**config.mk**
```make
export PLATFORM = sky130hd
export DESIGN_NAME = fpal_top
export DESIGN_NICKNAME = d
export VERILOG_FILES = /design/src/rtl/fpal_pkg.sv /design/src/rtl/fpal_persist.sv /design/src/rtl/fpal_tick.sv /design/src/rtl/fpal_top.sv
export SDC_FILE = /design/constraint.sdc
export NUM_CORES = 1
export LEC_CHECK = 0
export BUFFER_PORTS_ARGS = -buffer_cell sky130_fd_sc_hd__buf_2
export CORE_MARGIN = 2
export CORE_UTILIZATION = 50
export DETAILED_ROUTE_END_ITERATION = 10
export HOLD_SLACK_MARGIN = 0.03
export PLACE_DENSITY_LB_ADDON = 0.1
export SETUP_SLACK_MARGIN = 0.1
export SLEW_MARGIN = 40
export SYNTH_ARGS = -nofsm -noshare
export SYNTH_HDL_FRONTEND = slang
export SYNTH_SLANG_ARGS = --single-unit
export TNS_END_PERCENT = 10
```
**constraint.sdc**
```tcl
create_clock -name sys_clk -period 7.4 [get_ports sys_clk]
set_input_delay 1.85 -clock sys_clk [delete_from_list [all_inputs] [get_ports sys_clk]]
set_output_delay 1.85 -clock sys_clk [all_outputs]
set_load 0.02 [all_outputs]
```
**src/rtl/fpal_pkg.sv**
```systemverilog
// constants, types and register map of the fault persistency and alarm log
package fpal_pkg;
  localparam int unsigned CLK_HZ          = 40_000_000; // system clock rate
  localparam int unsigned TICK_MS         = 100;        // filter tick period
  localparam int unsigned TICK_CYCLES_DEF = CLK_HZ / 1000 * TICK_MS;
  localparam int unsigned TICKS_PER_SEC   = 1000 / TICK_MS;
  localparam int unsigned SET_MS          = 2500;       // raise persistency
  localparam int unsigned CLR_MS          = 10000;      // clear persistency
  localparam logic [6:0]  SET_TICKS       = 7'(SET_MS / TICK_MS);
  localparam logic [6:0]  CLR_TICKS       = 7'(CLR_MS / TICK_MS);
  localparam logic [9:0]  SEC_PER_15M     = 10'h384;    // 900 s
  localparam logic [16:0] SEC_PER_24H     = 17'h15180;  // 86400 s
  localparam int unsigned NUM_CAUSE       = 8;
  localparam int unsigned LOG_DEPTH       = 16;
  localparam logic [4:0]  LOG_FULL        = 5'h10;
  // cause indices
  localparam int unsigned C_LINE_LOSS  = 0;
  localparam int unsigned C_STREAM_LOSS = 6;
  localparam int unsigned C_HW_FAIL    = 7;
  localparam int unsigned NUM_LINE_C   = 6;
  // register indices on the plain port
  localparam logic [3:0] A_CFG    = 4'h0;
  localparam logic [3:0] A_CMD    = 4'h1;
  localparam logic [3:0] A_RTC    = 4'h2;
  localparam logic [3:0] A_PATHID = 4'h3;
  localparam logic [3:0] A_MONPID = 4'h4;
  localparam logic [3:0] A_PPS    = 4'h5;
  localparam logic [3:0] A_FAIL   = 4'h6;
  localparam logic [3:0] A_LOGST  = 4'h7;
  localparam logic [3:0] A_LOGTM  = 4'h8;
  localparam logic [3:0] A_LOGINF = 4'h9;
  localparam logic [3:0] A_DUMP   = 4'hA;
  // command bits
  localparam int unsigned CMD_FLUSH = 0;
  localparam int unsigned CMD_STOP  = 1;
  localparam int unsigned CMD_START = 2;
  // reset values
  localparam logic [5:0]  CFG_RST    = 6'h23;
  localparam logic [11:0] PATHID_RST = 12'h000;
  localparam logic [15:0] DUMP_RST   = 16'h0000;
  typedef struct packed {
    logic wrapMode;     // 1 wrap, 0 stop when full
    logic hecCorrect;   // header error correction active
    logic cellDiscard;  // cell discard active
    logic fmt204;       // 1: 204 bytes with 16 dummy, 0: 188
    logic streamMon;    // stream group monitored
    logic lineMon;      // line group monitored
  } fpal_cfg_type;
  typedef struct packed {
    logic [31:0] stamp; // seconds from local clock
    logic [2:0]  cause; // cause index
    logic        raised; // 1 declared, 0 cleared
  } fpal_rec_type;
endpackage

```
**src/rtl/fpal_persist.sv**
```systemverilog
// persistency filter for one fault cause
`timescale 1ns/10ps
`default_nettype none
module fpal_persist import fpal_pkg::*; (
  input  wire logic sys_clk, // system clock
  input  wire logic rst_n,   // async reset, low
  input  wire logic cause,   // gated fault cause
  input  wire logic tick,    // filter tick
  output logic      failed,  // declared failure
  output logic      change   // pulse on declare or clear
);
  logic       causeFf;  // cause last cycle
  logic       failedFf; // declared state
  logic       chgFf;    // change pulse
  logic [6:0] cntFf;    // ticks the cause has held
  logic       nxt_failed;
  logic       nxt_chg;
  logic [6:0] nxt_cnt;
  logic [6:0] limit;
  // timer per cause, restarted on any cause edge
  always_comb begin
    limit      = failedFf ? CLR_TICKS : SET_TICKS;
    nxt_cnt    = cntFf;
    nxt_failed = failedFf;
    nxt_chg    = 1'b0;
    if (cause != causeFf || cause == failedFf) begin
      nxt_cnt = 7'h0;
    end else if (tick) begin
      if (cntFf + 7'h1 >= limit) begin
        nxt_failed = cause;
        nxt_chg    = 1'b1;
        nxt_cnt    = 7'h0;
      end else begin
        nxt_cnt = cntFf + 7'h1;
      end
    end
  end
  // registers
  always_ff @(posedge sys_clk or negedge rst_n) begin
    if (!rst_n) begin
      causeFf  <= 1'b0;
      failedFf <= 1'b0;
      chgFf    <= 1'b0;
      cntFf    <= 7'h0;
    end else begin
      causeFf  <= cause;
      failedFf <= nxt_failed;
      chgFf    <= nxt_chg;
      cntFf    <= nxt_cnt;
    end
  end
  assign failed = failedFf;
  assign change = chgFf;
  a_raise_hold: assert property (@(posedge sys_clk) disable iff (!rst_n)
    $rose(failedFf) |-> $past(cntFf) == SET_TICKS - 7'h1 && $past(cause))
    else $error("failure raised before full persistency");
  a_clear_hold: assert property (@(posedge sys_clk) disable iff (!rst_n)
    $fell(failedFf) |-> $past(cntFf) == CLR_TICKS - 7'h1 && !$past(cause))
    else $error("failure cleared before full absence");
  a_timer_restart: assert property (@(posedge sys_clk) disable iff (!rst_n)
    (cause != causeFf) |=> cntFf == 7'h0)
    else $error("timer not restarted on cause change");
  c_raise: cover property (@(posedge sys_clk) disable iff (!rst_n)
    $rose(failedFf));
  c_clear: cover property (@(posedge sys_clk) disable iff (!rst_n)
    $fell(failedFf));
endmodule
`default_nettype wire

```
**src/rtl/fpal_tick.sv**
```systemverilog
// filter tick and one second tick generator
`timescale 1ns/10ps
`default_nettype none
module fpal_tick import fpal_pkg::*; #(
  parameter int unsigned TICK_CYCLES = TICK_CYCLES_DEF
) (
  input  wire logic sys_clk, // system clock
  input  wire logic rst_n,   // async reset, low
  output logic      tick,    // filter tick pulse
  output logic      secTick  // one second pulse
);
  logic [31:0] divFf;  // cycle prescaler
  logic [3:0]  subFf;  // ticks within second
  logic        tickFf; // registered tick
  logic        secFf;  // registered second
  logic [31:0] nxt_div;
  logic [3:0]  nxt_sub;
  logic        nxt_tick;
  logic        nxt_sec;
  // prescaler and second subdivider
  always_comb begin
    nxt_div  = divFf + 32'h1;
    nxt_sub  = subFf;
    nxt_tick = 1'b0;
    nxt_sec  = 1'b0;
    if (divFf == TICK_CYCLES - 1) begin
      nxt_div  = 32'h0;
      nxt_tick = 1'b1;
      if (subFf == 4'(TICKS_PER_SEC - 1)) begin
        nxt_sub = 4'h0;
        nxt_sec = 1'b1;
      end else begin
        nxt_sub = subFf + 4'h1;
      end
    end
  end
  // registers
  always_ff @(posedge sys_clk or negedge rst_n) begin
    if (!rst_n) begin
      divFf  <= 32'h0;
      subFf  <= 4'h0;
      tickFf <= 1'b0;
      secFf  <= 1'b0;
    end else begin
      divFf  <= nxt_div;
      subFf  <= nxt_sub;
      tickFf <= nxt_tick;
      secFf  <= nxt_sec;
    end
  end
  assign tick    = tickFf;
  assign secTick = secFf;
endmodule
`default_nettype wire

```
**src/rtl/fpal_top.sv**
```systemverilog
// fault persistency filter, local clock, alarm log and supervision settings
`timescale 1ns/10ps
`default_nettype none
module fpal_top import fpal_pkg::*; #(
  parameter int unsigned TICK_CYCLES = TICK_CYCLES_DEF
) (
  input  wire logic         sys_clk,     // system clock
  input  wire logic         rst_n,       // async reset, low
  input  wire logic [6:0]   defects,     // defects from basic functions
  input  wire logic         hwFail,      // hardware transfer failure
  input  wire logic [11:0]  monPathId,   // path id seen by monitor
  input  wire logic [15:0]  pktPerSec,   // measured packets per second
  input  wire logic [3:0]   regAddr,     // register index
  input  wire logic [31:0]  regWrData,   // write data
  input  wire logic         regWr,       // write strobe
  input  wire logic         regRd,       // read strobe
  output logic [31:0]       regRdData,   // read data, cycle after strobe
  output fpal_cfg_type      cfgOut,      // supervision and format settings
  output logic [11:0]       pathEntryId, // path id for path entry
  output logic [7:0]        failure,     // declared failures
  output logic              period15,    // 15 minute period start pulse
  output logic              period24,    // 24 hour period start pulse
  output logic              reportValid, // periodic readout record valid
  output fpal_rec_type      reportRec    // periodic readout record
);
  logic tick;     // filter tick
  logic secTick;  // one second tick
  logic [7:0] causeVec;  // gated causes into filters
  logic [7:0] failVec;   // filter outputs
  logic [7:0] failChg;   // filter change pulses

  fpal_tick #(.TICK_CYCLES(TICK_CYCLES)) uTick (
    .sys_clk (sys_clk),
    .rst_n   (rst_n),
    .tick    (tick),
    .secTick (secTick)
  );

  fpal_cfg_type cfgFf;      // settings register
  logic [11:0]  pathIdFf;   // path entry id
  logic [15:0]  dumpPerFf;  // periodic readout interval, seconds
  logic         recOnFf;    // recording active
  fpal_cfg_type nxt_cfg;
  logic [11:0]  nxt_pathId;
  logic [15:0]  nxt_dumpPer;
  logic         nxt_recOn;
  logic         flush;      // flush command this cycle
  logic         wrHit;      // write strobe helper, address decoded in the case below

  // causes: line group and stream loss gated by supervision
  always_comb begin
    causeVec = 8'h0;
    for (int i = 0; i < NUM_LINE_C; i++) begin
      causeVec[i] = defects[i] & cfgFf.lineMon;
    end
    causeVec[C_STREAM_LOSS] = defects[C_STREAM_LOSS] & cfgFf.streamMon;
    causeVec[C_HW_FAIL]     = hwFail;
  end

  // one independent filter per cause
  for (genvar g = 0; g < NUM_CAUSE; g++) begin : gFilt
    fpal_persist uPers (
      .sys_clk (sys_clk),
      .rst_n   (rst_n),
      .cause   (causeVec[g]),
      .tick    (tick),
      .failed  (failVec[g]),
      .change  (failChg[g])
    );
  end

  // settings and commands written by software
  always_comb begin
    wrHit       = regWr;
    nxt_cfg     = cfgFf;
    nxt_pathId  = pathIdFf;
    nxt_dumpPer = dumpPerFf;
    nxt_recOn   = recOnFf;
    flush       = 1'b0;
    if (wrHit) begin
      case (regAddr)
        A_CFG:    nxt_cfg     = fpal_cfg_type'(regWrData[5:0]);
        A_PATHID: nxt_pathId  = regWrData[11:0];
        A_DUMP:   nxt_dumpPer = regWrData[15:0];
        A_CMD: begin
          flush = regWrData[CMD_FLUSH];
          if (regWrData[CMD_STOP]) begin
            nxt_recOn = 1'b0;
          end else if (regWrData[CMD_START]) begin
            nxt_recOn = 1'b1;
          end
        end
        default: nxt_cfg = cfgFf;
      endcase
    end
  end
  always_ff @(posedge sys_clk or negedge rst_n) begin
    if (!rst_n) begin
      cfgFf     <= fpal_cfg_type'(CFG_RST);
      pathIdFf  <= PATHID_RST;
      dumpPerFf <= DUMP_RST;
      recOnFf   <= 1'b1;
    end else begin
      cfgFf     <= nxt_cfg;
      pathIdFf  <= nxt_pathId;
      dumpPerFf <= nxt_dumpPer;
      recOnFf   <= nxt_recOn;
    end
  end

  logic [31:0] rtcFf;   // local real-time clock, seconds
  logic [9:0]  sec15Ff; // seconds into 15 minute period
  logic [16:0] sec24Ff; // seconds into 24 hour period
  logic        p15Ff;   // period pulses
  logic        p24Ff;
  logic [31:0] nxt_rtc;
  logic [9:0]  nxt_sec15;
  logic [16:0] nxt_sec24;
  logic        nxt_p15;
  logic        nxt_p24;

  // local clock and period grid, both advanced by the second tick
  always_comb begin
    nxt_rtc   = rtcFf;
    nxt_sec15 = sec15Ff;
    nxt_sec24 = sec24Ff;
    nxt_p15   = 1'b0;
    nxt_p24   = 1'b0;
    if (regWr && regAddr == A_RTC) begin
      nxt_rtc   = regWrData; // clock set realigns the period grid
      nxt_sec15 = 10'h0;
      nxt_sec24 = 17'h0;
    end else if (secTick) begin
      nxt_rtc = rtcFf + 32'h1;
      if (sec15Ff == SEC_PER_15M - 10'h1) begin
        nxt_sec15 = 10'h0;
        nxt_p15   = 1'b1;
      end else begin
        nxt_sec15 = sec15Ff + 10'h1;
      end
      if (sec24Ff == SEC_PER_24H - 17'h1) begin
        nxt_sec24 = 17'h0;
        nxt_p24   = 1'b1;
      end else begin
        nxt_sec24 = sec24Ff + 17'h1;
      end
    end
  end
  always_ff @(posedge sys_clk or negedge rst_n) begin
    if (!rst_n) begin
      rtcFf   <= 32'h0;
      sec15Ff <= 10'h0;
      sec24Ff <= 17'h0;
      p15Ff   <= 1'b0;
      p24Ff   <= 1'b0;
    end else begin
      rtcFf   <= nxt_rtc;
      sec15Ff <= nxt_sec15;
      sec24Ff <= nxt_sec24;
      p15Ff   <= nxt_p15;
      p24Ff   <= nxt_p24;
    end
  end

  fpal_rec_type memFf [LOG_DEPTH]; // alarm history records
  logic [7:0]  pendFf;   // events waiting for the log
  logic [7:0]  pendDirFf; // direction of each waiting event
  logic [3:0]  headFf;   // oldest record
  logic [4:0]  countFf;  // records held
  logic [7:0]  nxt_pend;
  logic [7:0]  nxt_pendDir;
  logic [3:0]  nxt_head;
  logic [4:0]  nxt_count;
  logic        take;     // one pending event leaves this cycle
  logic [2:0]  sel;      // its index
  logic        push;     // it is stored
  logic        pop;      // software reads the oldest record
  logic        full;
  logic [3:0]  tailPtr;
  fpal_rec_type newRec;

  // pick lowest pending event, store or discard, update pointers
  always_comb begin
    take = 1'b0;
    sel  = 3'h0;
    for (int i = NUM_CAUSE - 1; i >= 0; i--) begin
      if (pendFf[i]) begin
        take = 1'b1;
        sel  = 3'(i);
      end
    end
    full    = (countFf == LOG_FULL);
    tailPtr = headFf + countFf[3:0];
    newRec  = '{stamp: rtcFf, cause: sel, raised: pendDirFf[sel]};
    push    = take && recOnFf && (!full || cfgFf.wrapMode) && !flush;
    pop     = regRd && regAddr == A_LOGINF && countFf != 5'h0 && !flush;
    nxt_pend    = pendFf;
    nxt_pendDir = pendDirFf;
    if (take) begin
      nxt_pend[sel] = 1'b0;
    end
    for (int i = 0; i < NUM_CAUSE; i++) begin
      if (failChg[i]) begin
        nxt_pend[i]    = 1'b1; // new event wins over removal
        nxt_pendDir[i] = failVec[i];
      end
    end
    nxt_head  = headFf;
    nxt_count = countFf;
    if (flush) begin
      nxt_head  = 4'h0;
      nxt_count = 5'h0;
    end else begin
      if (pop) begin
        nxt_head  = nxt_head + 4'h1;
        nxt_count = nxt_count - 5'h1;
      end
      if (push) begin
        if (nxt_count == LOG_FULL) begin
          nxt_head = nxt_head + 4'h1;
        end else begin
          nxt_count = nxt_count + 5'h1;
        end
      end
    end
  end
  always_ff @(posedge sys_clk or negedge rst_n) begin
    if (!rst_n) begin
      pendFf    <= 8'h0;
      pendDirFf <= 8'h0;
      headFf    <= 4'h0;
      countFf   <= 5'h0;
    end else begin
      pendFf    <= nxt_pend;
      pendDirFf <= nxt_pendDir;
      headFf    <= nxt_head;
      countFf   <= nxt_count;
    end
  end
  // record storage, written at the tail
  always_ff @(posedge sys_clk) begin
    if (push) begin
      memFf[tailPtr] <= newRec;
    end
  end

  logic [15:0]  dumpCntFf;  // seconds since last readout
  logic [4:0]   walkLeftFf; // records left to report
  logic [3:0]   walkPtrFf;  // record being reported
  logic         repVFf;
  fpal_rec_type repRecFf;
  logic [15:0]  nxt_dumpCnt;
  logic [4:0]   nxt_walkLeft;
  logic [3:0]   nxt_walkPtr;
  logic         nxt_repV;
  fpal_rec_type nxt_repRec;

  // periodic readout walks the log without removing records
  always_comb begin
    nxt_dumpCnt  = dumpCntFf;
    nxt_walkLeft = walkLeftFf;
    nxt_walkPtr  = walkPtrFf;
    nxt_repV     = 1'b0;
    nxt_repRec   = repRecFf;
    if (walkLeftFf != 5'h0 && !flush) begin
      nxt_repV     = 1'b1;
      nxt_repRec   = memFf[walkPtrFf];
      nxt_walkPtr  = walkPtrFf + 4'h1;
      nxt_walkLeft = walkLeftFf - 5'h1;
    end else if (flush) begin
      nxt_walkLeft = 5'h0;
    end
    if (dumpPerFf == 16'h0) begin
      nxt_dumpCnt = 16'h0;
    end else if (secTick) begin
      if (dumpCntFf + 16'h1 >= dumpPerFf) begin
        nxt_dumpCnt = 16'h0;
        if (walkLeftFf == 5'h0 && !flush) begin
          nxt_walkLeft = countFf;
          nxt_walkPtr  = headFf;
        end
      end else begin
        nxt_dumpCnt = dumpCntFf + 16'h1;
      end
    end
  end
  always_ff @(posedge sys_clk or negedge rst_n) begin
    if (!rst_n) begin
      dumpCntFf  <= 16'h0;
      walkLeftFf <= 5'h0;
      walkPtrFf  <= 4'h0;
      repVFf     <= 1'b0;
      repRecFf   <= '0;
    end else begin
      dumpCntFf  <= nxt_dumpCnt;
      walkLeftFf <= nxt_walkLeft;
      walkPtrFf  <= nxt_walkPtr;
      repVFf     <= nxt_repV;
      repRecFf   <= nxt_repRec;
    end
  end

  logic [31:0] rdFf;  // read data register
  logic [31:0] nxt_rd;
  fpal_rec_type headRec;
  // read mux, data stands the cycle after the strobe
  always_comb begin
    headRec = memFf[headFf];
    nxt_rd  = 32'h0;
    if (regRd) begin
      case (regAddr)
        A_CFG:    nxt_rd = {26'h0, cfgFf};
        A_RTC:    nxt_rd = rtcFf;
        A_PATHID: nxt_rd = {20'h0, pathIdFf};
        A_MONPID: nxt_rd = {20'h0, monPathId};
        A_PPS:    nxt_rd = {16'h0, pktPerSec};
        A_FAIL:   nxt_rd = {24'h0, failVec};
        A_LOGST:  nxt_rd = {24'h0, recOnFf, cfgFf.wrapMode, full, countFf};
        A_LOGTM:  nxt_rd = (countFf != 5'h0) ? headRec.stamp : 32'h0;
        A_LOGINF: nxt_rd = (countFf != 5'h0) ?
                           {23'h0, 1'b1, 4'h0, headRec.raised, headRec.cause}
                           : 32'h0;
        A_DUMP:   nxt_rd = {16'h0, dumpPerFf};
        default:  nxt_rd = 32'h0;
      endcase
    end
  end
  always_ff @(posedge sys_clk or negedge rst_n) begin
    if (!rst_n) begin
      rdFf <= 32'h0;
    end else begin
      rdFf <= nxt_rd;
    end
  end

  assign regRdData   = rdFf;
  assign cfgOut      = cfgFf;
  assign pathEntryId = pathIdFf;
  assign failure     = failVec;
  assign period15    = p15Ff;
  assign period24    = p24Ff;
  assign reportValid = repVFf;
  assign reportRec   = repRecFf;

  a_flush_empties: assert property (@(posedge sys_clk) disable iff (!rst_n)
    flush |=> countFf == 5'h0 && walkLeftFf == 5'h0)
    else $error("flush left records behind");
  a_wrap_drop: assert property (@(posedge sys_clk) disable iff (!rst_n)
    push && full && !pop |=> countFf == LOG_FULL && headFf == $past(headFf) + 4'h1)
    else $error("wrap did not drop oldest record");
  a_stop_full: assert property (@(posedge sys_clk) disable iff (!rst_n)
    take && full && !cfgFf.wrapMode && !pop && !flush |=>
      countFf == LOG_FULL && headFf == $past(headFf))
    else $error("stop mode changed a full log");
  a_stop_record: assert property (@(posedge sys_clk) disable iff (!rst_n)
    !recOnFf && !pop && !flush |=> countFf == $past(countFf))
    else $error("log grew while recording stopped");
  a_rtc_step: assert property (@(posedge sys_clk) disable iff (!rst_n)
    secTick && !(regWr && regAddr == A_RTC) |=> rtcFf == $past(rtcFf) + 32'h1)
    else $error("local clock missed a second");
  a_pps_read: assert property (@(posedge sys_clk) disable iff (!rst_n)
    regRd && regAddr == A_PPS |=> regRdData == {16'h0, $past(pktPerSec)})
    else $error("packet rate read wrong");
  a_loss_gated: assert property (@(posedge sys_clk) disable iff (!rst_n)
    !cfgFf.lineMon [*8] |-> !failChg[C_LINE_LOSS] || !failVec[C_LINE_LOSS])
    else $error("line loss raised while unmonitored");
  a_event_kept: assert property (@(posedge sys_clk) disable iff (!rst_n)
    |failChg |=> |pendFf)
    else $error("failure change lost before logging");
  c_wrap: cover property (@(posedge sys_clk) disable iff (!rst_n)
    push && full);
  c_dump: cover property (@(posedge sys_clk) disable iff (!rst_n)
    repVFf);
  c_pop: cover property (@(posedge sys_clk) disable iff (!rst_n)
    pop ##1 regRdData[8]);
endmodule
`default_nettype wire

```
After elaboration in Yosys (flattened, before gate mapping)
Memory sizes are Yosys's and may differ from the RTL's. A register that Yosys moved wholly into a read port is not among the register bits.
Cells that the tools add are included.
Widths: inputs -> output; s select.
{"block": "totals", "output_inout_bits": 97, "ramBits": 576, "mem_count": 1, "reg_bits": 297, "in_bits": 76, "wordCells": 352}
{"block": "op_classes", "bitwise": 17, "n_addsub": 21, "muxes": 139, "n_eq_ne": 32, "n_reduce_logical": 58, "magnitude_cmp": 11}
{"name": "memFf", "words": 16, "width": 36, "read_ports": 2, "rd_clocked_by_memory_dff": 1, "write_ports": 1, "line": "fpal_top.sv:165", "source": "fpal_rec_type memFf [LOG_DEPTH];"}
{"op": "$pmux 32 s10", "count": 1}
{"op": "$mux 7", "count": 32}
{"op": "$mux 32", "count": 5}
{"op": "$add 32x1->32 const B", "count": 2}
{"op": "$mux 1", "count": 58}
{"op": "$add 7x1->7 const B", "count": 8}
{"op": "$ge 7x7->1", "count": 8}
{"op": "$mux 5", "count": 11}
{"op": "$mux 17", "count": 3}
{"op": "$mux 16", "count": 3}
{"op": "$mux 4", "count": 11}
{"op": "$reduce_bool 2->1", "count": 19}
{"op": "$eq 32x22->1 const B", "count": 1}
{"op": "$mux 10", "count": 3}
{"op": "$reduce_and 3->1", "count": 9}
{"op": "$mux 3", "count": 8}
{"op": "$add 17x1->17 const B", "count": 1}
{"op": "$eq 17x17->1 const B", "count": 1}
{"op": "$add 16x1->16 const B", "count": 1}
{"op": "$add 4x1->4 const B", "count": 4}
{"op": "$eq 4x3->1 const B", "count": 4}
{"op": "$eq 4x4->1 const B", "count": 4}
{"op": "$ge 16x16->1", "count": 1}
{"op": "$logic_not 16->1", "count": 1}
{"op": "other kinds (27)", "count": 79}

Logic depth before layout (Yosys ltp)
Gate-level depths: netlist (run 1).
{"block": "depth", "depth_word": 16, "depth_mapped": 14, "ltp_nobuf": 14}

By module
From an unflattened synthesis (run 1), not the netlist that was laid out.
{"block": "unflattened", "cells_unflattened": 2988, "hier_area_um2": 44024.7}
{"module": "fpal_top", "cells_per_inst": 2348, "instances": 1, "seq_area_each_um2": 22681.8, "area_each_um2": 37213.2}
{"module": "fpal_persist", "cells_per_inst": 60, "instances": 8, "seq_area_each_um2": 250.2, "area_each_um2": 628.1}
{"module": "fpal_tick", "cells_per_inst": 160, "instances": 1, "seq_area_each_um2": 950.9, "area_each_um2": 1786.7}

Worst setup path after synthesis (run 1)
OpenSTA, ideal clock, no wires.
{"block": "synth_path", "path_kind": "input port to flip-flop", "from": "input regAddr[0]", "to": "memory memFf[0][0] (netlist name), enable pin", "slack_ps": 745, "setup_ps": 519, "arrival_time_ps": 6136, "t_required_ps": 6881, "stages": 6, "n_path_buf": 2, "cell_sequence": "buf_2 > nor2b_1 > clkbuf_1 > nand3_1 > nand2_1 > nor4_1"}
{"block": "synth_between", "elab_chain_len": 7}
{"element": "start, declared", "line": "fpal_top.sv:13", "source": "input wire logic [3:0] regAddr,"}
{"element": "$eq 4x1->1", "line": "fpal_top.sv:81", "source": "case (regAddr)"}
{"element": "$mux 1", "line": "fpal_top.sv:81"}
{"element": "$mux 1", "line": "fpal_top.sv:80", "source": "if (wrHit) begin"}
{"element": "$logic_not 1->1", "line": "fpal_top.sv:195", "source": "push = take && recOnFf && (!full || cfgFf.wrapMode) && !flush;"}
{"element": "$logic_and 1x1->1", "line": "fpal_top.sv:195"}
{"element": "$mux 1", "line": "fpal_top.sv:242", "source": "if (push) begin"}
{"element": "$mux 1 (not written as such)", "line": "fpal_top.sv:243", "source": "memFf[tailPtr] <= newRec;"}
{"element": "end, declared", "line": "fpal_top.sv:165"}
No other way between the ends.

Worst setup path after layout (run 1)
{"block": "layout_path", "from": "input regAddr[3]", "to": "register headFf[3]"}
{"block": "layout_between", "elab_chain_len": 11, "elab_cells_between_ends": 18, "cone_classes": "1 x add/sub; 3 x eq/ne; 9 x mux; 5 x reduce/logical"}
{"element": "$eq 4x1->1", "line": "fpal_top.sv:81"}
{"element": "$mux 1", "line": "fpal_top.sv:81"}
{"element": "$mux 1", "line": "fpal_top.sv:80"}
{"element": "$logic_not 1->1", "line": "fpal_top.sv:195, fpal_top.sv:196"}
{"element": "$logic_and 1x1->1", "line": "fpal_top.sv:196", "source": "pop = regRd && regAddr == A_LOGINF && countFf != 5'h0 && !flush;"}
{"element": "$mux 4 or $mux 5 (tied branches)", "line": "fpal_top.sv:214", "source": "if (pop) begin"}
{"element": "$mux 4 or $mux 5 (tied branches)", "line": "fpal_top.sv:210", "source": "if (flush) begin"}
{"element": "$add 4x1->4 or $eq 5x5->1 (tied branches)", "line": "fpal_top.sv:220, fpal_top.sv:219"}
{"element": "$mux 4", "line": "fpal_top.sv:219", "source": "if (nxt_count == LOG_FULL) begin"}
{"element": "$mux 4", "line": "fpal_top.sv:218", "source": "if (push) begin"}
{"element": "$mux 4 *", "line": "fpal_top.sv:210"}
{"element": "via nxt_head[3]", "line": "fpal_top.sv:172", "source": "logic [3:0] nxt_head;"}
{"element": "end signal, assigned", "line": "fpal_top.sv:236", "source": "headFf <= nxt_head;"}
{"element": "end, declared", "line": "fpal_top.sv:168", "source": "logic [3:0] headFf;"}
Mark *: on every way through the listed nets, which the timed path passes. The rest lies on a longest branch. The select of a mux whose other input is x is not followed.
A chain may end at the register's enable or synchronous reset.

==> key figures, run 1 <==
Hold path
  • Worst Hold Class: reg2reg
  • Hold Path Sink: pendFf[0]
  • Worst Hold Launch: gFilt[0].uPers.change
  • Worst hold path depth: 0

Power and ir drop
  • Final Power: 15900 µW
  • P_leak: 0.0187 µW
  • Pwr dens: roughly 320 mW/mm²
  • Worst VDD drop: about 0.00023 V

Drt
  • Antenna-violating nets left: 0
  • Drt wl/cell: about 27 µm
  • Drt pass-1 iters: 6
  • Vias per inst: roughly 6.3
  • Via count: approximately 28000
  • Drt total wl: about 120000 µm
  • DRC: 0
  • Initial DRC count: around 2500

CTS
  • Root buffer cell: clkbuf_16
  • Clock buffer depth: 3
  • Post-CTS sizing: 0
  • CTS buffer count: 98
  • Worst-skew pair later-pin latency: between 600 and 700 ps
  • Clk sinks: between 900 and 1000
  • Reg clk slew, reported paths: around 60 ps
  • CTS tree: done
  • Number of hold buffers added after cts: 0
  • H-Tree Depth: 3
  • Post CTS Setup Buffer Count: 0

GRT
  • Number of global-route vias before repair: 28900
  • Overall global routing resource usage: 0.271
  • Initial antenna violation count: 15
  • GRT Residual Overflow: 0
  • Largest net degree at the start of global routing: 85
  • First-pass GRT wire length: 183000 µm

Logic synthesis
  • Cell with the most instances after synthesis: edfxtp_1
  • FFs w/ async S/R, synth: 0.366
  • Seq/Total Area, Yosys: 0.583
  • Post-Syn Instances: between 3000 and 4000
  • Post-synthesis register bit count: roughly 910
  • Avg Cell Area, Syn: roughly 15 µm²
  • Synth area leader: edfxtp_1
  • Netlist cell types: 87
  • Synthesized cell area: 0.0440 mm²
  • Most frequent cells after synthesis: edfxtp_1, dfrtp_1, nand2_1
  • Synth warnings: 0
  • Number of synthesized flops with an enable pin: between 500 and 600
  • Syn nets: around 3200
  • Proportion of netlist area held by the largest area contributor: 0.393
  • Synth area leaders: edfxtp_1, dfrtp_1, mux4_2, ha_1, nand2_1
  • Post-synth top flop: edfxtp_1

Timing
  • Max Freq: between 0.2 and 0.25 GHz
  • Worst slew pin tran: around 890 ps
  • Setup-failing EPs final: 0
  • Fin. max-slew vios: 0
  • Setup TNS: 0 ps
  • Crit share post-route: 0.628
  • RSZ-0062 raised after global routing: no
  • Tmin final: 4640 ps
  • Max-slew headroom: 0.408
  • Final Hold Vio Count: 0
  • Fin Clk Skew: 22.3 ps

Die
  • Initial Util: 0.506
  • Die X: between 300 and 400 µm
  • Core area: a little under 0.09 mm²
  • Full die area: approximately 0.09 mm²
  • Chip height: 301 µm
  • # IOs: 173
  • Num rows: 108

Setup path
  • Crit end category: flop
  • Worst r2r path cells: 10
  • CP arrival: around 5200 ps
  • R2R setup slack: 3450 ps
  • Startpoint type of the worst setup path: input pin
  • Reg2reg end: memFf[13][27]
  • Max FO, Critical Path: 20
  • Reg2Reg Launch Point: countFf[1]
  • Setup Crit Path Kind: in2reg
  • Required @ worst endpoint: about 8000 ps

Flow run
  • Max Cap Viol: 0

Placement
  • Port Buffers: ~170
  • Hpwl dp: just under 80000 µm
  • Final Wtd Congestion: around 0.90
  • Placed insts: ~4300

Layout
  • Finished Layout Cells: approximately 4500
  • Post-layout util: 0.574
  • Layout cells sized above 1: 0.245
  • Area delta synth->final: 13.5%
  • Final #Nets: around 3400

Status
  • Status: completed
[stage by stage]
stage | worst slack, ps | cell area (µm²) | hold WS (ps)
after floorplan | 745 | 44000 | 436
after global placement | 2050 | 46100 | 370
after detailed placement | 2180 | 46600 | 374
after CTS | 2870 | 49800 | 386
after global routing | 2530 | 49900 | 403
final | 2760 | 49900 | 385
[registers in the layout, indices dropped and copies added, names as in the netlist, 17 cells and up]
name and cells:
gFilt.uPers.cntFf 56, memFf 576, regRdData 32, reportRec 36, rtcFf 32, sec24Ff 17
uTick.divFf 32
[worst max-delay path by stage]
stage	depth (start not counted)	startpoint	to	slack (ps)
detailed placement	13	regAddr[3]	headFf[3]	2180
global route	13	regAddr[3]	headFf[3]	2530
CTS	13	regAddr[3]	headFf[3]	2870
finish	13	regAddr[3]	headFf[3]	2760
floorplan	6	regAddr[0]	memFf[0][0]	740
global placement	13	regAddr[3]	headFf[3]	2050
[layout make-up]
class                      count  area (µm²)
antenna                        5        12.5
timing repair buffer         250        1760
tap                         1155        1450
clock buffer                 144        2810
multi-input combinational   1887       17500
clock inverter                38         459
inverter                      65         245
sequential                   909       25700
fill                        6887       37100
[per-layer routing]
layer,vias to the layer above,GRT usage,part of all wire
met5,-,0,0.00091
met4,18,0.0907,0.032
met3,228,0.0522,0.076
met2,1035,0.451,0.49
met1,14600,0.359,0.40
li1,12300,-,-
[layout by cell type (no fill, tap or decap), drive strengths merged, types with 56 or more instances in the layout]
cell type  Yosys  layout
buf           78     249
o221ai        73      73
mux2          56      56
inv           65      66
xor2          61      61
dfrtp        329     329
nor2         134     134
mux4         287     287
nand2        286     286
mux2i         86      86
clkbuf        91     145
ha            87      87
nand3         82      82
edfxtp       576     576
o21ai        185     185
xnor2         70      70
[report_power, final]
part,internal (µW),switching (µW),leakage [µW],total [µW]
Sequential,5860,626,0.00970,6480
Combinational,1950,2450,0.00737,4400
Clock,2970,2000,0.00159,4980
[critical path, cell delays in order]
cell and delay [ps]:
buf_2 340, nor4bb_2 710, nand3b_2 360, nand2_1 160, o21ai_0 160, inv_1 90
ha_1 160, nand2_1 60, a311o_1 370, a211oi_4 410, a31oi_1 150, o21ai_1 160
mux2i_1 200
[cell families (layout without fill, tap and decap cells)]
kind of cell,after synthesis,after routing,share of synthesized area
buffers and inverters,234,497,0.0246
other,0,5,0
flip-flops,909,909,0.583
XOR/XNOR,131,131,0.0261
AO/OA/AOI/OAI,509,509,0.0792
multiplexers,429,429,0.182
AND/OR/NAND/NOR,730,730,0.0805
adder cells (fa/ha/maj),88,88,0.0252
No activity file was read; power rests on OpenSTA's default activity.
==> inputs of run 2 (changes only) <==
==> constraint.sdc (replaced) <==
create_clock -name sys_clk -period 4.6 [get_ports sys_clk]
set_input_delay 1.15 -clock sys_clk [delete_from_list [all_inputs] [get_ports sys_clk]]
set_output_delay 1.15 -clock sys_clk [all_outputs]
set_load 0.02 [all_outputs]
==> key figures, run 2 (synthesized netlist as in run 1, its figures left out) <==
Setup path
  • Largest stage delay, worst path: between 400 and 500 ps
  • CP cell instances: buf_2 > nor4bb_1 > buf_4 > nand3b_2 > nand2_1 > o21ai_0 > inv_1 > ha_1 > nand2_1 > a311o_1 > a211oi_4 > a31oi_1 > o21ai_1 > mux2i_1
  • Required @ worst endpoint: between 5000 and 6000 ps
  • Critical path buffer and inverter count: 3
  • Critical Path Slowest Stage Cell: nor4bb_1
  • Startpoint type of the worst setup path: input pin
  • CP arrival: ~4300 ps
  • Kind of cell adding the most delay to the critical path: compound AO/OA/AOI/OAI gates
  • Crit end category: flop
  • CP most frequent cell: nand2_1
  • Setup Crit Path Kind: in2reg
  • Max FO, Critical Path: 20

Timing
  • Worst slew pin tran: 879 ps
  • Setup TNS: 0 ps
  • Crit share post-route: 0.808
  • Fin. max-slew vios: 0
  • RSZ-0062 raised after global routing: no
  • Worst hold slack: ~400 ps
  • Setup-failing EPs final: 0
  • Final Hold Vio Count: 0
  • Fin Clk Skew: 23.3 ps
  • Max Freq: 0.269 GHz
  • Max-slew headroom: 0.414
  • Tmin final: roughly 3700 ps

Placement
  • Final Wtd Congestion: approximately 0.9
  • Hpwl dp: slightly below 80000 µm
  • Placed insts: ~4300
  • Port Buffers: ~170

Drt
  • Drt total wl: 121000 µm
  • Via count: approximately 28000
  • Top sig layer: met5
  • Antenna-violating nets left: 0
  • DRC: 0
  • Met2 wire len: 60000 µm
  • M1 WL: between 40000 and 50000 µm
  • Drt pass-1 iters: 6
  • Met3 Wirelength: between 9000 and 10000 µm
  • Vias per inst: between 6 and 7
  • Initial DRC count: 2586
  • Drt wl/cell: around 27 µm

CTS
  • Post-CTS sizing: 0
  • Reg clk slew, reported paths: roughly 60 ps
  • Clock buffer depth: 3
  • Number of hold buffers added after cts: 0
  • CTS buffer count: 97
  • Worst-skew pair later-pin latency: 650 ps
  • CTS tree: done
  • H-Tree Depth: 3
  • Root buffer cell: clkbuf_16
  • Clk sinks: roughly 910
  • Post CTS Setup Buffer Count: 0

Hold path
  • Worst Hold Class: reg2reg

Layout
  • Finished Layout Cells: approximately 4500
  • Post-layout util: 0.574
  • Largest Register: memFf
  • Most frequent cells in the layout: edfxtp_1, dfrtp_1, nand2_1
  • Max reg flops: 576
  • Final #Nets: around 3400
  • Layout cells sized above 1: 0.247
  • Most common cell after layout, fill and taps aside: edfxtp_1
  • Area delta synth->final: 13.6%

Power and ir drop
  • P_int: between 15000 and 20000 µW
  • Power share of the clock group: 0.317
  • Sequential power share: 0.402
  • Pwr dens: 515 mW/mm²
  • Psw: 8160 µW
  • Sw Share: 0.317
  • Worst VDD drop: approximately 0.00047 V
  • P_leak: 0.0187 µW
  • Gate power share: 0.280

Die
  • Initial Util: 0.506
  • Chip height: approximately 300 µm
  • Full die area: approximately 0.09 mm²
  • Die X: between 300 and 400 µm
  • # IOs: between 150 and 200
  • Core area: slightly below 0.09 mm²
  • Num rows: about 110

GRT
  • Initial antenna violation count: 9
  • First-pass GRT wire length: between 150000 and 200000 µm
  • Number of global-route vias before repair: between 20000 and 30000
  • Largest net degree at the start of global routing: 86
  • GRT Residual Overflow: 0
  • Overall global routing resource usage: 0.271

Flow run
  • Max Cap Viol: 0

Status
  • Status: completed
[run 2: area by class of cell]
type / count / area [µm²]
fill: 6907 / 37100
sequential: 909 / 25700
multi-input combinational: 1887 / 17500
clock buffer: 130 / 2680
timing repair buffer: 266 / 1820
tap: 1155 / 1450
clock inverter: 50 / 637
inverter: 65 / 245
antenna: 4 / 10.0
[run 2: final timing paths]
| check | from | end | slack (ps) | cells past startpoint |
|---|---|---|---|---|
| max in group asynchronous | rst_n | uTick.tick | 3070 | 2 |
| worst min register to register | gFilt[0].uPers.change | pendFf[0] | 390 | 0 |
| worst min-delay path | gFilt[0].uPers.change | pendFf[0] | 390 | 0 |
| worst max register to register | dumpCntFf[2] | dumpCntFf[10] | 1070 | 12 |
| min in group asynchronous | rst_n | reportRec[29] | 480 | 1 |
| worst max-delay path | regAddr[3] | headFf[3] | 880 | 14 |
[run 2: metrics by stage]
stage | power (µW) | cell area (µm²) | setup WS, ps
after detailed placement | 17700 | 46600 | 279
after global routing | 26800 | 50000 | 680
after global placement | 17600 | 46400 | 326
final | 25700 | 50000 | 882
after CTS | 25900 | 49900 | 950
after floorplan | 15300 | 44000 | -1360
[run 2: power groups by stage]
stage                     combinational (µW)  sequential (µW)  clock, µW
after detailed placement                7220            10500          0
after floorplan                         5050            10300          0
after global placement                  7130            10500          0
final                                   7210            10300       8170
after global routing                    7720            10400       8660
after CTS                               7240            10400       8310
[run 2: worst register-to-register path: cells and delay by family (launching register included)]
| family | cells | cell delay, ps |
|---|---|---|
| simple gates | 5 | 1360 |
| compound gates | 4 | 900 |
| flops | 1 | 420 |
| fa+ha+maj | 1 | 330 |
| buf+inv | 1 | 290 |
| xor+xnor | 1 | 140 |
[run 2: metal layers]
metal | vias up | GRT usage
met5 | - | 0
met4 | 10 | 0.0830
met3 | 189 | 0.0563
met2 | 999 | 0.454
met1 | 14700 | 0.357
li1 | 12300 | -
